==> config.mk <==
export PLATFORM = sky130hd
export DESIGN_NAME = cplm_mode_ctrl
export DESIGN_NICKNAME = d
export VERILOG_FILES = /design/src/include/cplm_pkg.sv /design/src/rtl/cplm_mode_ctrl.sv
export SDC_FILE = /design/constraint.sdc
export NUM_CORES = 1
export LEC_CHECK = 0
export BUFFER_PORTS_ARGS = -buffer_cell sky130_fd_sc_hd__buf_4
export CAP_MARGIN = 25
export CORE_MARGIN = 8
export CORE_UTILIZATION = 25
export CTS_CLUSTER_DIAMETER = 50
export DETAILED_ROUTE_END_ITERATION = 12
export PLACE_DENSITY_LB_ADDON = 0.15
export SKIP_LAST_GASP = 1
export SYNTH_ARGS = -nofsm -noshare
export SYNTH_HDL_FRONTEND = slang
export SYNTH_SLANG_ARGS = --single-unit
==> constraint.sdc <==
create_clock -name i_ref_clk -period 1.98 [get_ports i_ref_clk]
set_clock_uncertainty 0.1 [all_clocks]
set_input_delay 0.099 -clock i_ref_clk [delete_from_list [all_inputs] [get_ports i_ref_clk]]
set_output_delay 0.099 -clock i_ref_clk [all_outputs]
set_load 0.02 [all_outputs]
==> src/include/cplm_pkg.sv <==
package cplm_pkg;
  // =====================================================
  // register map (word aligned byte addresses)
  localparam logic [7:0] CPLM_CTRL_ADDR = 8'h00;
  localparam logic [7:0] CPLM_IRQ_ADDR = 8'h04;
  localparam logic [7:0] CPLM_STATUS_ADDR = 8'h08;
  // =====================================================
  // control register fields
  localparam int CPLM_CTL_SLEEP_REQUEST_BIT_POS = 0;
  localparam int CPLM_CTL_WAKE_EN_POS = 1;
  localparam int CPLM_CTL_STOPWAIT_POS = 2;
  localparam int CPLM_CTL_LISTEN_POS = 3;
  localparam int CPLM_CTL_MODULE_ON_POS = 4;
  localparam int CPLM_CTL_SLEEP_ACK_BIT_POS = 5;
  // =====================================================
  // wake interrupt register fields
  localparam int CPLM_IRQ_EN_POS = 0;
  localparam int CPLM_IRQ_FLAG_POS = 1;
  // =====================================================
  // reset values
  localparam logic [31:0] CPLM_CTRL_RESET = 32'h0000_0010;
  // =====================================================
  // timing
  localparam int CPLM_SYNC_DELAY_CYC = 3;
  localparam int CPLM_RECESSIVE_BITS = 11;
  localparam int CPLM_BUSOFF_SEQS = 128;
  localparam int CPLM_RESTART_CYC = 4;
  // =====================================================
  // mode states, gray coded along the usual path
  typedef enum logic [2:0] {
    CPLM_ST_NORMAL = 3'b000,
    CPLM_ST_SYNC = 3'b001,
    CPLM_ST_DRAIN = 3'b011,
    CPLM_ST_SLEEP = 3'b010,
    CPLM_ST_RESYNC = 3'b110,
    CPLM_ST_PDOWN = 3'b111,
    CPLM_ST_RESTART = 3'b101,
    CPLM_ST_OFF = 3'b100
  } cplm_state_t;
endpackage

==> src/rtl/cplm_mode_ctrl.sv <==
// What this block does
// - listen-only: frames received, but transmit pin only ever driven recessive
// - listen-only: no frame transmission is ever started
// - listen-only: dominant bits the MAC sends loop back internally to its monitor
// - module enable at 0 stops every internal clock
// - sleep stops internal clocks except those for register access
// - power-down stops all clocks; no register access
// - wake interrupt only with sleep active, wake enable and wake irq enable
// - with CPU running, sleep and module enable at 0 are the only reduced-power modes
// - wait instruction with stop-in-wait set forces power-down
// - leaving power-down restarts internal controllers then returns to normal
// - wait with stop-in-wait clear keeps normal or sleep and interrupts
// - CPU stop mode forces power-down regardless of sleep and stop-in-wait bits
// - sleep request: sync delay, finish transmit or reception, else sleep at once
// - sleep acknowledge set once sleep is entered
// - bus-off count paused in sleep with pin recessive, resumed after
// - in sleep rx full flag clearable, no move into foreground buffer
// - in sleep tx buffers accessible, empty flags clearable, no abort
// - wake enable clear masks receive input recessive; sampled at sleep entry
// - sleep left only on bus activity with wake enable, request cleared, or a power-down request
// - clearing sleep request ignored until sleep is active
// - after wake, wait 11 recessive bits before joining the bus
// - entering power-down aborts transfers and forces transmit pin recessive
//
// Implementation choices: the Wishbone interface to the registers and the placing of the registers.
`timescale 1ns/1ns
`default_nettype none
module cplm_mode_ctrl
  import cplm_pkg::*;
#(
  parameter int SYNC_CYC = cplm_pkg::CPLM_SYNC_DELAY_CYC,
  parameter int RESTART_CYC = cplm_pkg::CPLM_RESTART_CYC
) (
  input wire logic i_ref_clk,
  input wire logic i_reset,
  input wire logic [7:0] i_wb_adr,
  input wire logic [31:0] i_wb_dat,
  input wire logic [3:0] i_wb_sel,
  input wire logic i_wb_we,
  input wire logic i_wb_cyc,
  input wire logic i_wb_stb,
  output logic [31:0] o_wb_dat,
  output logic o_wb_ack,
  input wire logic i_cpu_stop,
  input wire logic i_cpu_wait,
  input wire logic i_mac_tx,
  input wire logic i_mac_tx_start_req,
  input wire logic i_mac_transmitting,
  input wire logic i_mac_receiving,
  input wire logic i_mac_bit_tick,
  input wire logic i_bus_off,
  input wire logic i_all_tx_empty,
  input wire logic i_bus_rx_pin,
  output logic o_bus_tx_pin,
  output logic o_mac_rx,
  output logic o_tx_start_grant,
  output logic o_core_clk_en,
  output logic o_reg_clk_en,
  output logic o_busoff_count_en,
  output logic o_rx_move_en,
  output logic o_abort_en,
  output logic o_mac_abort,
  output logic o_mac_online,
  output logic o_wake_irq
);
  import cplm_pkg::*;

  // =====================================================
  // state
  cplm_state_t state_reg, state_next;
  logic [7:0] cnt_reg, cnt_next;
  logic sleep_rq_reg, sleep_rq_next;
  logic wake_en_reg, wake_en_next;
  logic stop_wait_reg, stop_wait_next;
  logic listen_reg, listen_next;
  logic module_on_reg, module_on_next;
  logic on_locked_reg, on_locked_next;
  logic wake_latched_reg, wake_latched_next;
  logic irq_en_reg, irq_en_next;
  logic irq_flag_reg, irq_flag_next;
  logic [31:0] rdat_reg, rdat_next;
  logic ack_reg, ack_next;
  logic tx_reg, tx_next;
  logic mac_rx_reg, mac_rx_next;
  logic grant_reg, grant_next;
  logic core_en_reg, core_en_next;
  logic reg_en_reg, reg_en_next;
  logic bo_en_reg, bo_en_next;
  logic rxmv_reg, rxmv_next;
  logic abort_en_reg, abort_en_next;
  logic mabort_reg, mabort_next;
  logic online_reg, online_next;

  logic wr, rd, sleep_act, pdown_req, bus_act;

  function automatic logic hit(input logic [7:0] a, input logic [7:0] b);
    hit = (a == b);
  endfunction

  // =====================================================
  // register bus and mode machine
  always_comb begin
    wr = i_wb_cyc && i_wb_stb && i_wb_we && !ack_reg && i_wb_sel[0];
    rd = i_wb_cyc && i_wb_stb && !ack_reg;
    sleep_act = sleep_rq_reg && (state_reg == CPLM_ST_SLEEP);
    pdown_req = i_cpu_stop || (i_cpu_wait && stop_wait_reg);
    // masked receive input cannot count as activity while wake is disabled
    bus_act = wake_latched_reg && !i_bus_rx_pin;
    state_next = state_reg;
    cnt_next = cnt_reg;
    sleep_rq_next = sleep_rq_reg;
    wake_en_next = wake_en_reg;
    stop_wait_next = stop_wait_reg;
    listen_next = listen_reg;
    module_on_next = module_on_reg;
    on_locked_next = on_locked_reg;
    wake_latched_next = wake_latched_reg;
    irq_en_next = irq_en_reg;
    irq_flag_next = irq_flag_reg;
    ack_next = rd;
    rdat_next = 32'h0000_0000;
    if (rd && !wr) begin
      if (hit(i_wb_adr, CPLM_CTRL_ADDR)) begin
        rdat_next[CPLM_CTL_SLEEP_REQUEST_BIT_POS] = sleep_rq_reg;
        rdat_next[CPLM_CTL_WAKE_EN_POS] = wake_en_reg;
        rdat_next[CPLM_CTL_STOPWAIT_POS] = stop_wait_reg;
        rdat_next[CPLM_CTL_LISTEN_POS] = listen_reg;
        rdat_next[CPLM_CTL_MODULE_ON_POS] = module_on_reg;
        rdat_next[CPLM_CTL_SLEEP_ACK_BIT_POS] = sleep_act;
      end else if (hit(i_wb_adr, CPLM_IRQ_ADDR)) begin
        rdat_next[CPLM_IRQ_EN_POS] = irq_en_reg;
        rdat_next[CPLM_IRQ_FLAG_POS] = irq_flag_reg;
      end else if (hit(i_wb_adr, CPLM_STATUS_ADDR)) begin
        rdat_next[2:0] = state_reg;
      end
    end
    if (wr && hit(i_wb_adr, CPLM_CTRL_ADDR)) begin
      // clearing the request only counts once sleep is active
      if (i_wb_dat[CPLM_CTL_SLEEP_REQUEST_BIT_POS] || sleep_act) begin
        sleep_rq_next = i_wb_dat[CPLM_CTL_SLEEP_REQUEST_BIT_POS];
      end
      wake_en_next = i_wb_dat[CPLM_CTL_WAKE_EN_POS];
      stop_wait_next = i_wb_dat[CPLM_CTL_STOPWAIT_POS];
      listen_next = i_wb_dat[CPLM_CTL_LISTEN_POS];
      // enable is write-once to guard against accidental disable
      if (!on_locked_reg) begin
        module_on_next = i_wb_dat[CPLM_CTL_MODULE_ON_POS];
        on_locked_next = 1'b1;
      end
    end
    if (wr && hit(i_wb_adr, CPLM_IRQ_ADDR)) begin
      irq_en_next = i_wb_dat[CPLM_IRQ_EN_POS];
      if (i_wb_dat[CPLM_IRQ_FLAG_POS]) begin
        irq_flag_next = 1'b0;
      end
    end
    case (state_reg)
      CPLM_ST_NORMAL: begin
        cnt_next = 8'h00;
        if (sleep_rq_reg) begin
          state_next = CPLM_ST_SYNC;
        end
      end
      CPLM_ST_SYNC: begin
        cnt_next = cnt_reg + 8'h01;
        if (cnt_reg >= 8'(SYNC_CYC - 1)) begin
          state_next = CPLM_ST_DRAIN;
        end
      end
      CPLM_ST_DRAIN: begin
        // the check against pending transmit is why software must wait for ack
        if (i_all_tx_empty && !i_mac_transmitting && !i_mac_receiving) begin
          state_next = CPLM_ST_SLEEP;
          wake_latched_next = wake_en_reg;
        end
      end
      CPLM_ST_SLEEP: begin
        cnt_next = 8'h00;
        if (bus_act || !sleep_rq_reg) begin
          state_next = CPLM_ST_RESYNC;
          if (bus_act) begin
            sleep_rq_next = 1'b0;
          end
        end
      end
      CPLM_ST_RESYNC: begin
        if (i_mac_bit_tick) begin
          cnt_next = i_bus_rx_pin ? cnt_reg + 8'h01 : 8'h00;
        end
        if (cnt_reg >= 8'(CPLM_RECESSIVE_BITS)) begin
          state_next = CPLM_ST_NORMAL;
        end
      end
      CPLM_ST_PDOWN: begin
        cnt_next = 8'h00;
        if (!pdown_req) begin
          state_next = CPLM_ST_RESTART;
        end
      end
      CPLM_ST_RESTART: begin
        cnt_next = cnt_reg + 8'h01;
        if (cnt_reg >= 8'(RESTART_CYC - 1)) begin
          state_next = CPLM_ST_NORMAL;
        end
      end
      CPLM_ST_OFF: begin
        if (module_on_reg) begin
          state_next = CPLM_ST_NORMAL;
        end
      end
      default: begin
        state_next = CPLM_ST_NORMAL;
      end
    endcase
    // wake flag: set wins over a simultaneous clear
    if (state_reg == CPLM_ST_SLEEP && sleep_act && bus_act && irq_en_reg) begin
      irq_flag_next = 1'b1;
    end
    if (pdown_req && module_on_reg) begin
      state_next = CPLM_ST_PDOWN;
    end
    if (!module_on_reg) begin
      state_next = CPLM_ST_OFF;
    end
  end

  // =====================================================
  // pin and enable outputs, all registered
  always_comb begin
    online_next = (state_next == CPLM_ST_NORMAL) || (state_next == CPLM_ST_SYNC)
      || (state_next == CPLM_ST_DRAIN);
    core_en_next = online_next || (state_next == CPLM_ST_RESYNC)
      || (state_next == CPLM_ST_RESTART);
    reg_en_next = (state_next != CPLM_ST_PDOWN) && (state_next != CPLM_ST_OFF);
    bo_en_next = i_bus_off && core_en_next;
    rxmv_next = online_next;
    abort_en_next = online_next;
    mabort_next = (state_next == CPLM_ST_PDOWN) || (state_next == CPLM_ST_OFF);
    // listen-only: drive recessive, loop dominant into the monitor
    tx_next = (listen_reg || !online_next) ? 1'b1 : i_mac_tx;
    if (state_next == CPLM_ST_SLEEP && !wake_latched_next) begin
      mac_rx_next = 1'b1;
    end else begin
      mac_rx_next = i_bus_rx_pin & (listen_reg ? i_mac_tx : 1'b1);
    end
    grant_next = i_mac_tx_start_req && !listen_reg && online_next
      && (state_next != CPLM_ST_DRAIN || i_mac_transmitting);
  end

  always_ff @(posedge i_ref_clk) begin
    if (i_reset) begin
      state_reg <= CPLM_ST_NORMAL;
      cnt_reg <= 8'h00;
      sleep_rq_reg <= CPLM_CTRL_RESET[CPLM_CTL_SLEEP_REQUEST_BIT_POS];
      wake_en_reg <= CPLM_CTRL_RESET[CPLM_CTL_WAKE_EN_POS];
      stop_wait_reg <= CPLM_CTRL_RESET[CPLM_CTL_STOPWAIT_POS];
      listen_reg <= CPLM_CTRL_RESET[CPLM_CTL_LISTEN_POS];
      module_on_reg <= CPLM_CTRL_RESET[CPLM_CTL_MODULE_ON_POS];
      on_locked_reg <= 1'b0;
      wake_latched_reg <= 1'b0;
      irq_en_reg <= 1'b0;
      irq_flag_reg <= 1'b0;
      rdat_reg <= 32'h0000_0000;
      ack_reg <= 1'b0;
      tx_reg <= 1'b1;
      mac_rx_reg <= 1'b1;
      grant_reg <= 1'b0;
      core_en_reg <= 1'b1;
      reg_en_reg <= 1'b1;
      bo_en_reg <= 1'b0;
      rxmv_reg <= 1'b1;
      abort_en_reg <= 1'b1;
      mabort_reg <= 1'b0;
      online_reg <= 1'b1;
    end else begin
      state_reg <= state_next;
      cnt_reg <= cnt_next;
      sleep_rq_reg <= sleep_rq_next;
      wake_en_reg <= wake_en_next;
      stop_wait_reg <= stop_wait_next;
      listen_reg <= listen_next;
      module_on_reg <= module_on_next;
      on_locked_reg <= on_locked_next;
      wake_latched_reg <= wake_latched_next;
      irq_en_reg <= irq_en_next;
      irq_flag_reg <= irq_flag_next;
      rdat_reg <= rdat_next;
      ack_reg <= ack_next;
      tx_reg <= tx_next;
      mac_rx_reg <= mac_rx_next;
      grant_reg <= grant_next;
      core_en_reg <= core_en_next;
      reg_en_reg <= reg_en_next;
      bo_en_reg <= bo_en_next;
      rxmv_reg <= rxmv_next;
      abort_en_reg <= abort_en_next;
      mabort_reg <= mabort_next;
      online_reg <= online_next;
    end
  end

  assign o_wb_dat = rdat_reg;
  assign o_wb_ack = ack_reg;
  assign o_bus_tx_pin = tx_reg;
  assign o_mac_rx = mac_rx_reg;
  assign o_tx_start_grant = grant_reg;
  assign o_core_clk_en = core_en_reg;
  assign o_reg_clk_en = reg_en_reg;
  assign o_busoff_count_en = bo_en_reg;
  assign o_rx_move_en = rxmv_reg;
  assign o_abort_en = abort_en_reg;
  assign o_mac_abort = mabort_reg;
  assign o_mac_online = online_reg;
  assign o_wake_irq = irq_flag_reg;

  // =====================================================
  // checks
  property p_listen_tx;
    @(posedge i_ref_clk) disable iff (i_reset) listen_reg |=> o_bus_tx_pin;
  endproperty
  a_listen_tx: assert property (p_listen_tx) else $error("tx dominant in listen");
  property p_listen_grant;
    @(posedge i_ref_clk) disable iff (i_reset) $past(listen_reg) |-> !o_tx_start_grant;
  endproperty
  a_listen_grant: assert property (p_listen_grant) else $error("start in listen");
  property p_off_clk;
    @(posedge i_ref_clk) disable iff (i_reset) !module_on_reg |=> !o_core_clk_en;
  endproperty
  a_off_clk: assert property (p_off_clk) else $error("clocks run while off");
  property p_sleep_regs;
    @(posedge i_ref_clk) disable iff (i_reset)
      state_reg == CPLM_ST_SLEEP |-> o_reg_clk_en && !o_core_clk_en;
  endproperty
  a_sleep_regs: assert property (p_sleep_regs) else $error("sleep clocks wrong");
  property p_pdown;
    @(posedge i_ref_clk) disable iff (i_reset)
      state_reg == CPLM_ST_PDOWN |-> !o_reg_clk_en && o_bus_tx_pin && o_mac_abort;
  endproperty
  a_pdown: assert property (p_pdown) else $error("power-down outputs wrong");
  property p_stop;
    @(posedge i_ref_clk) disable iff (i_reset)
      i_cpu_stop && module_on_reg |=> state_reg == CPLM_ST_PDOWN;
  endproperty
  a_stop: assert property (p_stop) else $error("stop missed power-down");
  property p_irq;
    @(posedge i_ref_clk) disable iff (i_reset)
      $rose(irq_flag_reg) |-> $past(sleep_act) && $past(irq_en_reg) && $past(wake_latched_reg);
  endproperty
  a_irq: assert property (p_irq) else $error("wake irq without cause");
  property p_resync;
    @(posedge i_ref_clk) disable iff (i_reset)
      state_reg == CPLM_ST_RESYNC && state_next == CPLM_ST_NORMAL
      |-> cnt_reg >= 8'(CPLM_RECESSIVE_BITS);
  endproperty
  a_resync: assert property (p_resync) else $error("joined before 11 bits");
endmodule
`default_nettype wire

==> results.py, run 1 <==
metrics = {
    "worst_setup_path": {
        "critical_path_arrival_ns": 2.00,
        "cp-start-kind": "flop",
        "critPathCaptureType": "flop",
        "timing.critical_path.fanout_max": 5,
        "worst-r2r-cell-count": 6,
        "r2r_setup_slack_ns": 0.06,
        "timing.critical_path.required_ns": 2.06,
        "launching_element_of_the_worst_setup_path": "cnt_reg[1]$_SDFFE_PP0P_",
        "critical_path.reg2reg.startpoint": "cnt_reg[1]$_SDFFE_PP0P_",
        "path_class": "reg -> reg",
        "r2r-end": "o_reg_clk_en$_SDFF_PP1_",
    },
    "drt": {
        "route.detailed.wl_per_inst_um": 12.26,
        "residual_drc": 0,
        "pre_antenna_drt_iters": 4,
        "dr.first_iter.drc_count": 21,
        "finalWirelength_um": 4709,
        "vias_per_cell": 4.151,
        "antenna_violating_nets_left": 0,
        "num_vias": 1594,
    },
    "global_routing": {
        "grt_util_all_layers_pct": 9.189,
        "grt_start_max_net_pins": 14,
        "first_pass_grt_wire_length_um": 7562,
        "gr-total-overflow": 0,
        "number_of_global_route_vias_before_repair": 1638,
        "grt_antenna_before_repair": 0,
    },
    "timing": {
        "rsz_0062_raised_after_global_routing": "yes",
        "final_hold_viol_count": 0,
        "period_utilization_post_route_pct": 96.93,
        "maxClockFrequency_ghz": 0.5211,
        "holdWs_ns": 0.007207,
        "setup_violations": 0,
        "layout_min_cycle_time_ns": 1.919,
        "slew_viol_final": 0,
        "setup_ws_ns": 0.06082,
    },
    "synth": {
        "synthesis.area_um2": 1843,
        "ys_ff_latch": 35,
        "post_synth_num_cell_types": 45,
        "register_area_share_after_synthesis_pct": 38.02,
        "synth-edff-count": 0,
        "synthCells": 211,
        "synthArstFlopShare_pct": 0,
        "post_synth.cell_area_avg_um2": 8.735,
        "ys_warn_count": 0,
        "main_synth_ff_type": "sky130_fd_sc_hd__dfxtp_1",
    },
    "clocking": {
        "cts.htree.levels": 2,
        "clk_root_buffer_cell": "sky130_fd_sc_hd__clkbuf_8",
        "path_clk_slew_ns": 0.07,
        "tritoncts": "yes",
        "clock_tree.buffer_depth": 2,
        "clock_sinks": 35,
        "clkLatencyLatePin_ns": 0.29,
        "cts_made_buffers": 5,
    },
    "outcome": {
        "outcome": "completed",
    },
    "placement": {
        "buffer_ports.inserted": 46,
        "finalWeightedCongestion": 0.7091,
        "detailedPlace.worstSlack_ns": -0.08389,
        "detailedPlacementHpwl_um": 3710,
    },
    "min_path": {
        "hp-start": "i_reset",
        "min_path_type": "in -> reg",
        "hold-path-cell-count": 2,
        "worst_hold_path.endpoint": "state_reg[2]$_SDFF_PP0_",
    },
    "cells_and_area": {
        "fin_nets": 345,
        "ant_diodes": 0,
        "drive_above_1_share_pct": 33.33,
        "commonest_non_fill_non_tap_cell_in_the_layout": "sky130_fd_sc_hd__buf_4",
        "most-common-layout-cells": "sky130_fd_sc_hd__buf_4, sky130_fd_sc_hd__dfxtp_1, sky130_fd_sc_hd__nor2_1",
        "nFillCells": 807,
        "number_of_flip_flops_under_the_largest_register_name": 8,
        "synth_to_layout_area_growth_pct": 37.68,
    },
    "power": {
        "ir_drop_uv": 211.3,
        "p_per_area_nw_per_um2": 633.9,
        "pleak_nw": 1.174,
    },
    "die": {
        "dieHeight_um": 101.9,
        "floorplan.core_area_um2": 7214,
        "boundaryPins": 103,
        "placementRows": 31,
        "initial_core_util_pct": 25.55,
        "die_area_um2": 10380,
        "floorplan.die.width_um": 101.9,
    },
    "job": {
        "cap_viol_max_count": 0,
    },
}
-- how the worst max path moves through the flow --
stage | endpoint | slack (ns) | cells after the start
2_1_floorplan | o_reg_clk_en$_SDFF_PP1_ | 0.03 | 6
3_3_place_gp | o_reg_clk_en$_SDFF_PP1_ | -0.07 | 6
3_5_place_dp | o_reg_clk_en$_SDFF_PP1_ | -0.08 | 7
4_1_cts | o_reg_clk_en$_SDFF_PP1_ | 0.006 | 6
5_1_grt | o_core_clk_en$_SDFF_PP1_ | -0.01 | 7
6_report | o_reg_clk_en$_SDFF_PP1_ | 0.06 | 6
-- final cells by class --
type | instances | area [um2] | share of cell area [%]
well taps | 99 | 123.9 | 4.882
clock inverters | 3 | 15.01 | 0.5917
repair buffers | 75 | 585.6 | 23.08
clock buffers | 5 | 68.82 | 2.712
flip-flops and latches | 35 | 710.7 | 28.01
multi-input cells | 159 | 1003 | 39.55
inverters | 8 | 30.03 | 1.183
-- metal layers --
| layer | global-route usage (%) | wire [um] |
|---|---|---|
| met1 | 10.51 | 2073 |
| met2 | 15.69 | 2273 |
| met3 | 2.657 | 294 |
| met4 | 3.725 | 68 |
| met5 | 0 | 0 |
-- Yosys cell counts, types with 2 or more instances --
library cell / count / area share [%]
sky130_fd_sc_hd__dfxtp_1: 35 / 38
sky130_fd_sc_hd__a21oi_1: 8 / 2.2
sky130_fd_sc_hd__and3_1: 3 / 1.0
sky130_fd_sc_hd__inv_1: 8 / 1.6
sky130_fd_sc_hd__xor2_1: 7 / 3.3
sky130_fd_sc_hd__nor2_1: 29 / 5.9
sky130_fd_sc_hd__mux2i_1: 9 / 4.9
sky130_fd_sc_hd__nor3_1: 3 / 0.81
sky130_fd_sc_hd__ha_1: 2 / 1.4
sky130_fd_sc_hd__nand4_1: 9 / 3.1
sky130_fd_sc_hd__o21ai_0: 6 / 1.6
sky130_fd_sc_hd__nand3b_1: 2 / 0.81
sky130_fd_sc_hd__clkbuf_1: 2 / 0.41
sky130_fd_sc_hd__buf_4: 30 / 12
sky130_fd_sc_hd__nand2_1: 14 / 2.9
sky130_fd_sc_hd__and2_1: 2 / 0.68
sky130_fd_sc_hd__buf_6: 2 / 1.2
sky130_fd_sc_hd__a21o_1: 3 / 1.2
sky130_fd_sc_hd__nor4_1: 3 / 1.0
sky130_fd_sc_hd__nor2b_1: 5 / 1.7
sky130_fd_sc_hd__nor3b_1: 2 / 0.81
sky130_fd_sc_hd__nand3_1: 4 / 1.1
-- logic make-up after synthesis --
group           share of synthesized area (%)
other cells                            0.2035
buf+inv                                 15.48
mux                                     4.888
simple gates                            25.73
xor+xnor                                3.802
flops                                   38.02
fa+ha+maj                               1.358
compound gates                          10.52
-- timing repair --
action                                 4_1_cts  5_1_grt
endpoints found under the hold margin       10        0
buffers inserted                             3        0
resized for setup                            4       14
pin swaps                                    1        3
setup endpoints to repair                    3        4
hold buffers                                 9        0
-- report_power, final --
group	internal (mW)	total [mW]	switching (mW)
Combinational	0.165	0.359	0.194
Clock	0.241	0.503	0.262
Sequential	0.728	0.747	0.0190
Total	1.13	1.61	0.475
-- metrics by stage --
step | total power, mW | TNS, ns | cells | utilization [%] | area (um2)
after CTS | 1.623 | 0 | 384 | 34.46 | 2486
after detailed placement | 1.092 | -0.1255 | 364 | 31.58 | 2278
final | 1.608 | 0 | 384 | 35.17 | 2537
after global placement | 1.094 | -0.09699 | 364 | 31.58 | 2278
after global routing | 1.693 | -0.01393 | 384 | 35.17 | 2537
after floorplan | 1.006 | 0 | 236 | - | 1937
-- critical path: stages, from the launching register on --
cell,delay [ns]
sky130_fd_sc_hd__dfxtp_4,0.37
sky130_fd_sc_hd__ha_4,0.14
sky130_fd_sc_hd__o21ai_2,0.05
sky130_fd_sc_hd__a41o_1,0.25
sky130_fd_sc_hd__a311o_2,0.42
sky130_fd_sc_hd__xor2_2,0.18
sky130_fd_sc_hd__a211o_1,0.29
Power figures use the tool's default switching activity.
==> run 2: changes to the inputs <==
--- a/config.mk
+++ b/config.mk
@@ -8,7 +8,7 @@
 export BUFFER_PORTS_ARGS = -buffer_cell sky130_fd_sc_hd__buf_4
 export CAP_MARGIN = 25
 export CORE_MARGIN = 8
-export CORE_UTILIZATION = 25
+export CORE_UTILIZATION = 40
 export CTS_CLUSTER_DIAMETER = 50
 export DETAILED_ROUTE_END_ITERATION = 12
 export PLACE_DENSITY_LB_ADDON = 0.15
==> run 2 against run 1 <==
Via count grew 2.2%. Design area shrank 1.3%. Sequential cell count is the same. Clock-buffer cell count grew 1. Non-clock buffer count grew 2. Wire length shrank 5.2%. First-iteration DRC count grew to 5.1 times the previous value. Maximum frequency grew 1.1%. Final cell count shrank 12%. Register-to-register slack gained 0.02 ns. Critical endpoint is now o_core_clk_en$_SDFF_PP1_. Highest routed layer unchanged.
==> results.py, run 2 (synthesized netlist as in run 1, its figures left out) <==
metrics = {
    "outcome": {
        "outcome": "completed",
    },
    "worst_setup_path": {
        "timing.critical_path.required_ns": 2.05,
        "cp-start-kind": "flop",
        "timing.critical_path.fanout_max": 5,
        "critical_path_arrival_ns": 1.97,
        "r2r_setup_slack_ns": 0.08,
        "path_class": "reg -> reg",
        "critPathCaptureType": "flop",
    },
    "die": {
        "floorplan.die.width_um": 83.88,
        "initial_core_util_pct": 42.04,
        "placementRows": 24,
        "dieHeight_um": 83.88,
        "die_area_um2": 7036,
        "floorplan.core_area_um2": 4384,
        "boundaryPins": 103,
    },
    "drt": {
        "route.detailed.wl_per_inst_um": 13.16,
        "vias_per_cell": 4.805,
        "num_vias": 1629,
        "finalWirelength_um": 4462,
        "antenna_violating_nets_left": 0,
        "residual_drc": 0,
        "dr.first_iter.drc_count": 107,
        "pre_antenna_drt_iters": 4,
    },
    "placement": {
        "buffer_ports.inserted": 46,
        "finalWeightedCongestion": 0.8203,
        "detailedPlace.worstSlack_ns": -0.09293,
        "detailedPlacementHpwl_um": 3470,
    },
    "timing": {
        "setup_violations": 0,
        "maxClockFrequency_ghz": 0.5267,
        "final.setup.tns_ns": 0,
        "slew_viol_final": 0,
        "layout_min_cycle_time_ns": 1.899,
        "final_hold_viol_count": 0,
        "setup_ws_ns": 0.08126,
        "period_utilization_post_route_pct": 95.90,
    },
    "job": {
        "cap_viol_max_count": 0,
    },
    "cells_and_area": {
        "ant_diodes": 0,
        "synth_to_layout_area_growth_pct": 35.91,
        "number_of_flip_flops_under_the_largest_register_name": 8,
        "commonest_non_fill_non_tap_cell_in_the_layout": "sky130_fd_sc_hd__buf_4",
        "nFillCells": 406,
        "drive_above_1_share_pct": 31.71,
        "final_core_util_pct": 57.13,
        "fin_nets": 347,
        "most-common-layout-cells": "sky130_fd_sc_hd__buf_4, sky130_fd_sc_hd__dfxtp_1, sky130_fd_sc_hd__nor2_1",
    },
    "clocking": {
        "clock_sinks": 35,
        "cts.htree.levels": 2,
        "clock_tree.buffer_depth": 2,
        "clkLatencyLatePin_ns": 0.29,
        "tritoncts": "yes",
        "clk_root_buffer_cell": "sky130_fd_sc_hd__clkbuf_8",
        "path_clk_slew_ns": 0.07,
        "cts_made_buffers": 5,
    },
    "power": {
        "p_per_area_nw_per_um2": 657.8,
        "ir_drop_uv": 371.8,
        "pleak_nw": 1.180,
    },
    "global_routing": {
        "first_pass_grt_wire_length_um": 7541,
        "gr-total-overflow": 0,
        "grt_antenna_before_repair": 0,
        "number_of_global_route_vias_before_repair": 1648,
        "grt_start_max_net_pins": 14,
        "grt_util_all_layers_pct": 13.02,
    },
    "min_path": {
        "min_path_type": "in -> reg",
    },
}
run 2: path summary, 6_finish.rpt:
kind,depth (start not counted),startpoint,to
max reg2reg,7,cnt_reg[1]$_SDFFE_PP0P_,o_core_clk_en$_SDFF_PP1_
min reg2reg,2,on_locked_reg$_SDFFE_PP0P_,on_locked_reg$_SDFFE_PP0P_
max,7,cnt_reg[1]$_SDFFE_PP0P_,o_core_clk_en$_SDFF_PP1_
min,3,i_mac_transmitting,o_tx_start_grant$_SDFF_PP0_
run 2: per-stage QoR:
| step | cell area [um2] | cells | power (mW) | hold slack [ns] |
|---|---|---|---|---|
| 4_1_cts | 2422 | 334 | 1.651 | 0.001615 |
| 3_5_place_dp | 2205 | 315 | 1.085 | 0.2057 |
| 2_1_floorplan | 1937 | 236 | 1.006 | 0.06697 |
| 3_3_place_gp | 2205 | 315 | 1.083 | 0.2116 |
| 5_1_grt | 2505 | 339 | 1.739 | 0.08522 |
| 6_report | 2505 | 339 | 1.648 | 0.03955 |
run 2: final cells by class:
class | count | area (um2) | area share, %
multi-input combinational | 159 | 988.4 | 39.46
timing repair buffer | 77 | 611.8 | 24.43
inverter | 8 | 30.03 | 1.199
tap | 52 | 65.06 | 2.597
clock inverter | 2 | 16.27 | 0.6494
clock buffer | 6 | 82.58 | 3.297
sequential | 35 | 710.7 | 28.37
run 2: critical path: stages (launching register included):
cell and delay, ns:
sky130_fd_sc_hd__dfxtp_4 0.37, sky130_fd_sc_hd__buf_4 0.14, sky130_fd_sc_hd__nor4_4 0.26, sky130_fd_sc_hd__nand2_1 0.08
sky130_fd_sc_hd__a311o_1 0.36, sky130_fd_sc_hd__a21o_1 0.19, sky130_fd_sc_hd__a21oi_2 0.20, sky130_fd_sc_hd__o31ai_1 0.08
run 2: metal layers:
| layer | vias up | track usage (%) | wire (um) |
|---|---|---|---|
| li1 | 821 | - | - |
| met1 | 746 | 16.09 | 2056 |
| met2 | 55 | 18.88 | 1973 |
| met3 | 7 | 5.859 | 354 |
| met4 | 0 | 5.651 | 79 |
| met5 | - | 0 | 0 |
run 2: timing repair:
item / in CTS / in global routing
pin swaps: 1 / 6
setup buffers: 0 / 4
hold buffers: 11 / 1
setup endpoints to repair: 3 / 7
cloned: 0 / 0
hold endpoints to repair: 14 / 1
gates resized for setup: 3 / 13
run 2: power breakdown:
part | leakage [nW] | internal (mW) | switching (mW)
Clock | 0.0474 | 0.284 | 0.265
Sequential | 0.287 | 0.728 | 0.0190
Combinational | 0.845 | 0.159 | 0.194
